==> src/boost_sup_pkg.sv <==
/*
 package of constants and carrier types for the boost supervisor.
 assumes a 25 MHz core clock; times are converted to clock counts here.
*/
package boost_sup_pkg;
   localparam int unsigned CLK_HZ            = 25000000;    // core clock rate
   localparam int unsigned UV_TIMEOUT_MS     = 110;         // undervoltage timeout
   localparam int unsigned DISCHARGE_MS      = 400;         // discharge phase
   // cycle counts, rounded down (shortest times)
   localparam int unsigned UV_TIMEOUT_CYC    = UV_TIMEOUT_MS * (CLK_HZ / 1000);
   localparam int unsigned DISCHARGE_CYC     = DISCHARGE_MS * (CLK_HZ / 1000);
   // sync clock: slowest legal external clock is 100 kHz
   localparam int unsigned SYNC_MIN_KHZ      = 100;
   localparam int unsigned SYNC_MAX_KHZ      = 2222;
   localparam int unsigned SYNC_LOSS_PERIODS = 4;           // periods without edge
   localparam int unsigned SYNC_LOSS_CYC     =
      SYNC_LOSS_PERIODS * (CLK_HZ / (SYNC_MIN_KHZ * 1000));
   // spread range codes and reset values
   localparam logic [1:0]  RANGE_3P3         = 2'h0;         // +-3.3 %
   localparam logic [1:0]  RANGE_4P3         = 2'h1;         // +-4.3 %
   localparam logic [1:0]  RANGE_5P3         = 2'h2;         // +-5.3 %
   localparam logic [1:0]  RANGE_7P2         = 2'h3;         // +-7.2 %
   localparam logic [1:0]  RANGE_RESET       = RANGE_5P3;
   localparam logic [1:0]  RATE_200          = 2'h0;         // 200 Hz
   localparam logic [1:0]  RATE_500          = 2'h1;         // 500 Hz
   localparam logic [1:0]  RATE_800          = 2'h2;         // 800 Hz
   localparam logic [1:0]  RATE_1200         = 2'h3;         // 1200 Hz
   localparam logic [1:0]  RATE_RESET        = RATE_200;
   // deviation in tenths of a percent and rate in hertz
   localparam logic [7:0]  DEV_3P3           = 8'h21;        // 33
   localparam logic [7:0]  DEV_4P3           = 8'h2B;        // 43
   localparam logic [7:0]  DEV_5P3           = 8'h35;        // 53
   localparam logic [7:0]  DEV_7P2           = 8'h48;        // 72
   localparam logic [10:0] HZ_200            = 11'h0C8;
   localparam logic [10:0] HZ_500            = 11'h1F4;
   localparam logic [10:0] HZ_800            = 11'h320;
   localparam logic [10:0] HZ_1200           = 11'h4B0;

   // comparator inputs from the power stage
   typedef struct packed {
      logic uv;          // output below undervoltage level
      logic ovp_low;     // feedback above low overvoltage level
      logic ovp_high;    // feedback above high overvoltage level
      logic dis_high;    // discharge pin above high overvoltage level
      logic light_load;  // light load detected
   } comp_t;

   // sticky status flags
   typedef struct packed {
      logic high_ovp_flag;
      logic low_ovp_flag;
      logic undervolt_timeout_flag;
   } status_t;

   // power stage controls
   typedef struct packed {
      logic switch_en;   // boost switch allowed
      logic sinks_en;    // led current sinks on
      logic fet_on;      // power-line fet on
      logic discharge;   // discharge pin sinking
      logic fault_rec;   // in fault recovery
      logic pfm_skip;    // skip this cycle
   } stage_t;

   // clock mode
   typedef struct packed {
      logic       ext_sync;   // running from external clock
      logic       spread_en;  // spreading on
      logic [7:0] dev_tenths; // deviation, tenths of a percent
      logic [10:0] mod_hz;    // modulation rate
   } clkmode_t;
endpackage : boost_sup_pkg

==> src/sync_detect.sv <==
/*
 detects an external clock on the sync pin and its loss.
 assumes the pin is already synchronous to clk_in.
*/
`timescale 1ns/1ps
module sync_detect
   import boost_sup_pkg::*;
#(
   parameter int unsigned LOSS_CYC = SYNC_LOSS_CYC
) (
   input  wire logic clk_in,
   input  wire logic rst_n_in,
   input  wire logic ce_in,
   input  wire logic pin_in,
   output logic      clock_present_out,
   output logic      level_out
);
   logic [$clog2(LOSS_CYC+1)-1:0] idle_reg;   // cycles since last edge
   logic                          pin_d_reg;  // previous pin sample
   logic                          edge_seen;  // pin changed

   assign edge_seen = pin_in ^ pin_d_reg;

   // last level and edge counter
   always_ff @(posedge clk_in or negedge rst_n_in) begin
      if (!rst_n_in) begin
         pin_d_reg <= 1'b0;
         // start as silent, so a high pin after reset is no clock
         idle_reg  <= LOSS_CYC[$bits(idle_reg)-1:0];
      end else if (ce_in) begin
         pin_d_reg <= pin_in;
         if (edge_seen)
            idle_reg <= '0;
         else if (idle_reg != LOSS_CYC[$bits(idle_reg)-1:0])
            idle_reg <= idle_reg + 1'b1;
      end
   end

   // present once two edges close together, lost after long silence
   always_ff @(posedge clk_in or negedge rst_n_in) begin
      if (!rst_n_in) begin
         clock_present_out <= 1'b0;
         level_out         <= 1'b0;
      end else if (ce_in) begin
         level_out <= pin_in;
         if (edge_seen && idle_reg != LOSS_CYC[$bits(idle_reg)-1:0])
            clock_present_out <= 1'b1;
         else if (!edge_seen && idle_reg == LOSS_CYC[$bits(idle_reg)-1:0])
            clock_present_out <= 1'b0;
      end
   end
endmodule : sync_detect

==> src/boost_supervisor.sv <==
/*
 digital supervision of a backlight boost controller: faults, clock mode,
 spread coding and discharge sequencing.
 assumes comparator and pin inputs synchronous to clk_in at 25 MHz.
// Overview of operation
// - undervoltage lasting 110 ms enters fault recovery
// - high overvoltage enters fault recovery, sets flag
// - static sync level low/high turns spreading off/on
// - external sync clock adopted with spreading off
// - lost sync clock falls back to resistor frequency
// - range field maps to deviation, reset 10
// - rate field maps to modulation, reset 00
// - enable fall stops switching, sinks, fet; discharges
// - discharge lasts 400 ms then shutdown
// - discharge pin overvoltage enters fault recovery
// - light load skips switching cycles
// - low overvoltage stops switch, sets flag
*/
`timescale 1ns/1ps
module boost_supervisor
   import boost_sup_pkg::*;
#(
   parameter int unsigned UV_CYC  = UV_TIMEOUT_CYC,   // shorten for simulation
   parameter int unsigned DIS_CYC = DISCHARGE_CYC,    // shorten for simulation
   parameter int unsigned LOSS_CYC = SYNC_LOSS_CYC    // shorten for simulation
) (
   input  wire logic       clk_in,
   input  wire logic       rst_n_in,
   input  wire logic       ce_in,
   input  wire logic       enable_in,
   input  wire logic       boost_sync_pin_in,
   input  wire comp_t      comp_in,
   input  wire logic [1:0] spread_range_in,
   input  wire logic [1:0] spread_rate_sel_in,
   input  wire logic       cfg_write_in,
   input  wire status_t    status_clear_in,
   input  wire logic       recovery_done_in,
   output status_t         status_out,
   output stage_t          stage_out,
   output clkmode_t        clkmode_out,
   output logic            shutdown_out
);
   typedef enum logic [2:0] {
      ST_OFF,
      ST_RUN,
      ST_DISCHARGE,
      ST_FAULT
   } state_t;

   state_t      state_reg;       // main sequencer
   state_t      state_next;
   logic        en_d_reg;        // previous enable
   logic [31:0] uv_cnt_reg;      // undervoltage timer
   logic [31:0] dis_cnt_reg;     // discharge timer
   logic [1:0]  range_reg;       // spread range field
   logic [1:0]  rate_reg;        // spread rate field
   logic        sync_present;    // external clock seen
   logic        sync_level;      // last static level
   logic        uv_expire;       // undervoltage timeout
   logic        hi_fault;        // any high overvoltage source
   logic        en_fall;         // enable falling edge

   assign uv_expire = (state_reg == ST_RUN) && comp_in.uv
                      && (uv_cnt_reg == UV_CYC - 1);
   assign hi_fault  = comp_in.ovp_high || comp_in.dis_high;
   assign en_fall   = en_d_reg && !enable_in;

   // sync clock detector
   sync_detect #(
      .LOSS_CYC (LOSS_CYC)
   ) u_sync (
      .clk_in            (clk_in),
      .rst_n_in          (rst_n_in),
      .ce_in             (ce_in),
      .pin_in            (boost_sync_pin_in),
      .clock_present_out (sync_present),
      .level_out         (sync_level)
   );

   // enable edge history
   always_ff @(posedge clk_in or negedge rst_n_in) begin
      if (!rst_n_in)
         en_d_reg <= 1'b0;
      else if (ce_in)
         en_d_reg <= enable_in;
   end

   // undervoltage timer, cleared once output recovers
   always_ff @(posedge clk_in or negedge rst_n_in) begin
      if (!rst_n_in)
         uv_cnt_reg <= '0;
      else if (ce_in) begin
         if (state_reg == ST_RUN && comp_in.uv)
            uv_cnt_reg <= uv_cnt_reg + 32'h1;
         else
            uv_cnt_reg <= '0;
      end
   end

   // discharge timer
   always_ff @(posedge clk_in or negedge rst_n_in) begin
      if (!rst_n_in)
         dis_cnt_reg <= '0;
      else if (ce_in) begin
         if (state_reg == ST_DISCHARGE)
            dis_cnt_reg <= dis_cnt_reg + 32'h1;
         else
            dis_cnt_reg <= '0;
      end
   end

   // sequencer next state
   always_comb begin
      state_next = state_reg;
      unique case (state_reg)
         ST_OFF: begin
            if (enable_in)
               state_next = ST_RUN;
         end
         ST_RUN: begin
            if (en_fall)
               state_next = ST_DISCHARGE;
            else if (hi_fault || uv_expire)
               state_next = ST_FAULT;
         end
         ST_DISCHARGE: begin
            if (comp_in.dis_high)
               state_next = ST_FAULT;
            else if (dis_cnt_reg == DIS_CYC - 1)
               state_next = ST_OFF;
         end
         ST_FAULT: begin
            if (recovery_done_in)
               state_next = enable_in ? ST_RUN : ST_OFF;
         end
         default: state_next = ST_OFF;
      endcase
   end

   // sequencer register
   always_ff @(posedge clk_in or negedge rst_n_in) begin
      if (!rst_n_in)
         state_reg <= ST_OFF;
      else if (ce_in)
         state_reg <= state_next;
   end

   // sticky flags; a set wins over a clear in the same cycle
   always_ff @(posedge clk_in or negedge rst_n_in) begin
      if (!rst_n_in)
         status_out <= '0;
      else if (ce_in) begin
         status_out.high_ovp_flag <= (status_out.high_ovp_flag
            && !status_clear_in.high_ovp_flag)
            || (state_reg == ST_RUN && hi_fault)
            || (state_reg == ST_DISCHARGE && comp_in.dis_high);
         status_out.low_ovp_flag <= (status_out.low_ovp_flag
            && !status_clear_in.low_ovp_flag)
            || (state_reg == ST_RUN && comp_in.ovp_low);
         status_out.undervolt_timeout_flag <= (status_out.undervolt_timeout_flag
            && !status_clear_in.undervolt_timeout_flag)
            || uv_expire;
      end
   end

   // power stage controls
   always_ff @(posedge clk_in or negedge rst_n_in) begin
      if (!rst_n_in) begin
         stage_out    <= '0;
         shutdown_out <= 1'b1;
      end else if (ce_in) begin
         stage_out.sinks_en  <= (state_next == ST_RUN);
         stage_out.fet_on    <= (state_next == ST_RUN);
         stage_out.switch_en <= (state_next == ST_RUN)
                                && !comp_in.ovp_low;
         stage_out.discharge <= (state_next == ST_DISCHARGE);
         stage_out.fault_rec <= (state_next == ST_FAULT);
         stage_out.pfm_skip  <= (state_next == ST_RUN)
                                && comp_in.light_load;
         shutdown_out        <= (state_next == ST_OFF);
      end
   end

   // spread fields, loaded on write
   always_ff @(posedge clk_in or negedge rst_n_in) begin
      if (!rst_n_in) begin
         range_reg <= RANGE_RESET;
         rate_reg  <= RATE_RESET;
      end else if (ce_in && cfg_write_in) begin
         range_reg <= spread_range_in;
         rate_reg  <= spread_rate_sel_in;
      end
   end

   // clock mode and spread coding
   always_ff @(posedge clk_in or negedge rst_n_in) begin
      if (!rst_n_in)
         clkmode_out <= '0;
      else if (ce_in) begin
         clkmode_out.ext_sync  <= sync_present;
         clkmode_out.spread_en <= !sync_present && sync_level;
         unique case (range_reg)
            RANGE_3P3: clkmode_out.dev_tenths <= DEV_3P3;
            RANGE_4P3: clkmode_out.dev_tenths <= DEV_4P3;
            RANGE_5P3: clkmode_out.dev_tenths <= DEV_5P3;
            RANGE_7P2: clkmode_out.dev_tenths <= DEV_7P2;
         endcase
         unique case (rate_reg)
            RATE_200:  clkmode_out.mod_hz <= HZ_200;
            RATE_500:  clkmode_out.mod_hz <= HZ_500;
            RATE_800:  clkmode_out.mod_hz <= HZ_800;
            RATE_1200: clkmode_out.mod_hz <= HZ_1200;
         endcase
      end
   end
endmodule : boost_supervisor

==> config.mk <==
export PLATFORM = sky130hd
export DESIGN_NAME = boost_supervisor
export DESIGN_NICKNAME = d
export VERILOG_FILES = /design/src/boost_sup_pkg.sv /design/src/sync_detect.sv /design/src/boost_supervisor.sv
export SDC_FILE = /design/constraint.sdc
export NUM_CORES = 1
export LEC_CHECK = 0
export BUFFER_PORTS_ARGS = -buffer_cell sky130_fd_sc_hd__buf_4
export CAP_MARGIN = 0
export CORE_ASPECT_RATIO = 1.2
export CORE_MARGIN = 4
export CORE_UTILIZATION = 42
export DETAILED_ROUTE_END_ITERATION = 16
export PLACE_DENSITY = 0.67
export RECOVER_POWER = 50
export SLEW_MARGIN = 20
export SYNTH_ARGS = -nofsm -noshare
export SYNTH_HDL_FRONTEND = slang
export SYNTH_SLANG_ARGS = --single-unit
==> constraint.sdc <==
create_clock -name clk_in -period 6.2 [get_ports clk_in]
set_clock_uncertainty 0.05 [all_clocks]
set_input_delay 1.86 -clock clk_in [delete_from_list [all_inputs] [get_ports clk_in]]
set_output_delay 1.86 -clock clk_in [all_outputs]
set_load 0.005 [all_outputs]
== After elaboration in Yosys (flattened, before gate mapping) ==
Index checks and enable logic that the tools add are counted.

* Input port bits: 19
* Logic and storage cells: 94
* Bits in registers: 114
* Output and inout bits: 31

* Equality and inequality tests: 16
* Muxes and demuxes: 16
* Add/subtract/negate cells: 3
* Bitwise logic cells: 1
* Reduce and logical (&&, ||, !) cells: 36

{| class="wikitable"
|+ Operators by type and width
! operator !! count
|-
| 32-bit by 1-bit adder with 32-bit output (second input constant) || 2
|-
| 32-bit 2-to-1 mux || 2
|-
| 11-bit one-hot mux with 4 select lines || 1
|-
| 32-bit by 22-bit == test with 1-bit output (second input constant) || 1
|-
| 32-bit by 24-bit == test with 1-bit output (second input constant) || 1
|-
| 8-bit one-hot mux with 4 select lines || 1
|-
| 10-bit 2-to-1 mux || 2
|-
| 3-bit 2-to-1 mux || 6
|-
| 1-bit logical AND || 15
|-
| 3-bit by 2-bit == test with 1-bit output (second input constant) || 4
|-
| 3-bit one-hot mux with 4 select lines || 1
|-
| 10-bit by 1-bit adder with 10-bit output (second input constant) || 1
|-
| 10-bit == test (second input constant) || 1
|-
| 10-bit inequality test (second input constant) || 1
|-
| 2-bit == test (second input constant) || 4
|-
| 1-bit logical NOT || 7
|-
| 3-bit by 1-bit == test with 1-bit output (second input constant) || 2
|-
| 3-bit logical NOT || 2
|-
| 1-bit logical OR || 6
|-
| 2-bit by 1-bit == test with 1-bit output (second input constant) || 2
|-
| 2-bit logical NOT || 2
|-
| 2-bit AND reduction || 2
|-
| 2-bit nonzero test || 2
|-
| 1-bit 2-to-1 mux || 3
|-
| 1-bit bitwise XOR || 1
|}

== Longest topological paths before layout ==
* Depth in word-level cells: 9
* Mapped depth: 12
* Gate-level depth less buffers: 11

== By module ==
A second synthesis with hierarchy kept.

* Cells, all modules: 569
* Area, all modules: 5,570.3 µm²

{| class="wikitable"
|+ Modules (own cells, without submodules)
! module !! seq. area each (µm²) !! area each (µm²) !! times used !! cells each
|-
| boost_supervisor || 2,429.8 || 4,847.1 || 1 || 495
|-
| sync_detect || 307.8 || 723.2 || 1 || 74
|}

== Worst setup path after synthesis ==
OpenSTA, ideal clock, no wires.

* Path type: input port to flip-flop
* From: input boost_sync_pin_in
* To: register u_sync.idle_reg[9]
* Setup time: 0.073 ns
* Data required time: 6.077 ns
* Slack: 2.261 ns
* Path buffers: 1
* Stages on the path: 8
* Arrival time: 3.816 ns
* Path through: xor2_1 -> inv_1 -> ha_1 -> nand2b_1 -> clkbuf_1 -> or4_4 -> or3_1 -> a21oi_1

* Cells in the longest elaborated chain, start to end: 3
* Elaborated cells between the ends (all ways): 4
* Those cells by class: mux: 1; bitwise: 1; reduce/logical: 2

{| class="wikitable"
|+ RTL lines
! element !! line !! source
|-
| start, declared || boost_supervisor.sv:31 || <nowiki>input wire logic boost_sync_pin_in,</nowiki>
|-
| 1-bit bitwise XOR * || sync_detect.sv:22 || <nowiki>assign edge_seen = pin_in ^ pin_d_reg;</nowiki>
|-
| 2-bit nonzero test (no line) || -- ||
|-
| 2-bit AND reduction (no line) || -- ||
|-
| end signal, assigned || sync_detect.sv:29 || <nowiki>idle_reg <= LOSS_CYC[$bits(idle_reg)-1:0];</nowiki>
|-
| end signal, assigned || sync_detect.sv:35 || <nowiki>idle_reg <= idle_reg + 1'b1;</nowiki>
|-
| end, declared || sync_detect.sv:18 || <nowiki>logic [$clog2(LOSS_CYC+1)-1:0] idle_reg;</nowiki>
|}

Mark *: on every way between the ends. The rest lies on a longest branch, timed or not.
A chain may end at the register's enable or synchronous reset.

==> impl_metrics.env <==
export IMPL_first_pass_iters=5
export IMPL_cellLeakagePower_nw=2.739
export IMPL_place_gp_congestion=0.8387
export IMPL_placementRows=46
export IMPL_pre_cts_ws_ps=1863
export IMPL_worst_pin_slew_ps=2431
export IMPL_numPortBuffers=46
export IMPL_slowest_delay_ps=1800
export IMPL_die_area_sq_um=15590
export IMPL_final_max_slew_viol_count=46
export IMPL_hold_viol=0
export IMPL_synth_edf_count=0
export IMPL_vias=4442
export IMPL_cp_start_kind="input port"
export IMPL_seq_area_frac_synth=0.4774
export IMPL_seqPwrFrac=0.481
export IMPL_root_buffer="clkbuf_16"
export IMPL_chipHeight_um=136
export IMPL_timing_final_crit_period_ps=4384
export IMPL_nFillCells=1257
export IMPL_layout_common_cells="101 x dfrtp_1, 62 x nor2_1, 51 x nand2_1, 35 x o21ai_0, 34 x nand3_1"
export IMPL_power_internal_mw=1.253
export IMPL_synthArstFlopShare=1.000
export IMPL_period_share=0.7072
export IMPL_antenna_found_initial=0
export IMPL_critical_path_cell_chain="buf_4 > clkbuf_1"
export IMPL_critPathCaptureType="asynchronous set/reset pin"
export IMPL_syn_inst=587
export IMPL_synth_ff_type="dfrtp_1"
export IMPL_crit_type="in -> async"
export IMPL_die_x_um=114.7
export IMPL_place_area_sq_um=6167
export IMPL_start_util=0.4313
export IMPL_postCtsSetupBuffers=0
export IMPL_finalSetupViolCount=0
export IMPL_ir_drop_mv=0.2045
export IMPL_yosys_area_top_type="dfrtp_1"
export IMPL_drive_gt1_frac=0.1635
export IMPL_cpMaxStageDelayCell="clkbuf_1"
export IMPL_drtIter0Drc=159
export IMPL_clock_sinks=109
export IMPL_syn_area_sq_um=5734
export IMPL_cts_tree="built"
export IMPL_rsz0062_at_grt="no"
export IMPL_cts_max_path_buffers=2
export IMPL_yosysTopAreaCellShare=0.4408
export IMPL_grt_ovfl_total=0
export IMPL_combPwrFrac=0.182
export IMPL_coreArea_sq_um=13300
export IMPL_cts_htree_levels=3
export IMPL_grt_pass1_vias=4549
export IMPL_relSlewSlack=-0.6204
export IMPL_crit_cells=2
export IMPL_grt_usage=0.1656
export IMPL_failed_checks="max-capacitance violations, max-slew violations"
export IMPL_regArea_sq_um=2738
export IMPL_multi_input_area_sq_um=2776
export IMPL_critPathMaxFanout=65
export IMPL_grt_pass1_wl_mm=21.30
export IMPL_switchingPower_mw=0.4925
export IMPL_final_area_sq_um=6454
export IMPL_sw_frac_of_total=0.2822
export IMPL_path_clk_slew_ps=70
export IMPL_cp_arrival_ps=4280
export IMPL_hpwl_mm=8.536
export IMPL_power_share_clock=0.337
export IMPL_ant_nets=0
export IMPL_ys_ff_latch=109
export IMPL_final_nets=649
export IMPL_required_ps=6100
export IMPL_whs_path_depth=1
export IMPL_max_cap_viol_count=1
export IMPL_ys_types=61
export IMPL_power_density_nw_per_um2=270.4
export IMPL_setup_slack_ps=1816
export IMPL_outcome="finished with violations"
export IMPL_yosysWarnings=0
export IMPL_antenna_cells=0
export IMPL_max_freq_ghz=0.2281
export IMPL_tns_ps=0
export IMPL_drcViolationCount=0
export IMPL_ctsHoldBuffers=0
export IMPL_syn_to_final_growth_pct=12.55
export IMPL_cts_buffers=9
export IMPL_hold_path_class="reg -> reg"
export IMPL_cts_resized=0
export IMPL_cp_num_buf_inv=2
export IMPL_reg2regPathDepth=7
export IMPL_final_common_cell="dfrtp_1"
export IMPL_synth_area_per_cell_sq_um=9.769
export IMPL_insertion_delay_ps=350
export IMPL_ys_top_cells_by_area="dfrtp_1 44%, nor2_1 4.1%, xnor2_1 3.8%"
export IMPL_ios=50
export IMPL_wl_per_cell_um=15.32
export IMPL_r2r_slack_ps=3460
export IMPL_finalPower_mw=1.745
export IMPL_crit_family="buffers and inverters"
export IMPL_drt_wl_total_mm=12.13
export IMPL_grt_max_degree=66
export IMPL_via_per_inst=5.609
## cells in the mapped netlist (3+ instances only)
| library cell | number |
|---|---|
| o31ai_1 | 3 |
| nor4_1 | 15 |
| a31oi_1 | 4 |
| and4_1 | 12 |
| xnor2_1 | 25 |
| nor4_2 | 3 |
| mux2i_1 | 3 |
| buf_4 | 7 |
| nand3_1 | 34 |
| a31o_2 | 4 |
| and2_1 | 7 |
| o2bb2ai_1 | 5 |
| nor4bb_1 | 4 |
| nand2_1 | 51 |
| nand4_2 | 3 |
| mux2_2 | 17 |
| nor3_1 | 12 |
| nand3b_1 | 4 |
| nor2b_1 | 7 |
| or3_1 | 9 |
| dfrtp_1 | 101 |
| o21ai_0 | 35 |
| dfstp_2 | 8 |
| a21oi_1 | 18 |
| and3_1 | 9 |
| nor4b_1 | 6 |
| xor2_1 | 16 |
| buf_2 | 4 |
| nand4_1 | 15 |
| ha_1 | 11 |
| nor2_1 | 62 |
| clkbuf_1 | 15 |
| inv_1 | 20 |
## cell families (layout without fill, tap and decap cells)
kind of cell | Yosys count | after routing | share of synthesized area
muxes | 20 | 20 | 0.03862
xor gates and xnor gates | 41 | 41 | 0.06262
and+or+nand+nor | 269 | 269 | 0.2634
buffers and inverters | 50 | 85 | 0.03971
adders and majority gates | 11 | 11 | 0.02400
other | 1 | 3 | 0.0006540
DFF | 109 | 109 | 0.4774
AOI/OAI and AO/OA | 86 | 86 | 0.09361
## final timing paths
path	from	end
min reg2reg	u_sync.clock_present_out$_DFFE_PN0P_	clkmode_out[19]$_DFFE_PN0P_
max	rst_n_in	uv_cnt_reg[24]$_DFFE_PN0P_
min	u_sync.clock_present_out$_DFFE_PN0P_	clkmode_out[19]$_DFFE_PN0P_
max in group clk_in	boost_sync_pin_in	u_sync.idle_reg[7]$_DFFE_PN1P_
min in group asynchronous	rst_n_in	u_sync.idle_reg[1]$_DFFE_PN0P_
max reg2reg	u_sync.pin_d_reg$_DFFE_PN0P_	u_sync.idle_reg[7]$_DFFE_PN1P_
## layer usage
layer	track usage	share of wire	vias up
li1	-	-	2158
met1	0.1992	0.44	2217
met2	0.2958	0.52	53
met3	0.02493	0.023	14
met4	0.06337	0.017	0
met5	0	0	-
## power groups by stage
stage,combinational [mW],clock (mW),sequential (mW)
detailed placement,0.331,0,0.853
floorplan,0.187,0,0.843
CTS,0.331,0.608,0.840
finish,0.318,0.589,0.839
global route,0.360,0.635,0.850
global placement,0.321,0,0.850
## layout make-up
cell class                      count  share of cell area
Sequential cell                   109              0.4242
Timing Repair Buffer               49             0.05467
Tap cell                          168             0.03257
Clock buffer                       12             0.03819
Clock inverter                      4            0.008530
Inverter                           20             0.01163
Multi-Input combinational cell    430              0.4302
## metrics by stage
stage               cells    util  hold slack, ps
global route          792  0.4854           441.6
finish                792  0.4854           425.8
detailed placement    776  0.4639           420.7
CTS                   792  0.4865           427.3
global placement      776  0.4639           414.6
floorplan             589       -           375.4
(Power assumes the default switching activity.)
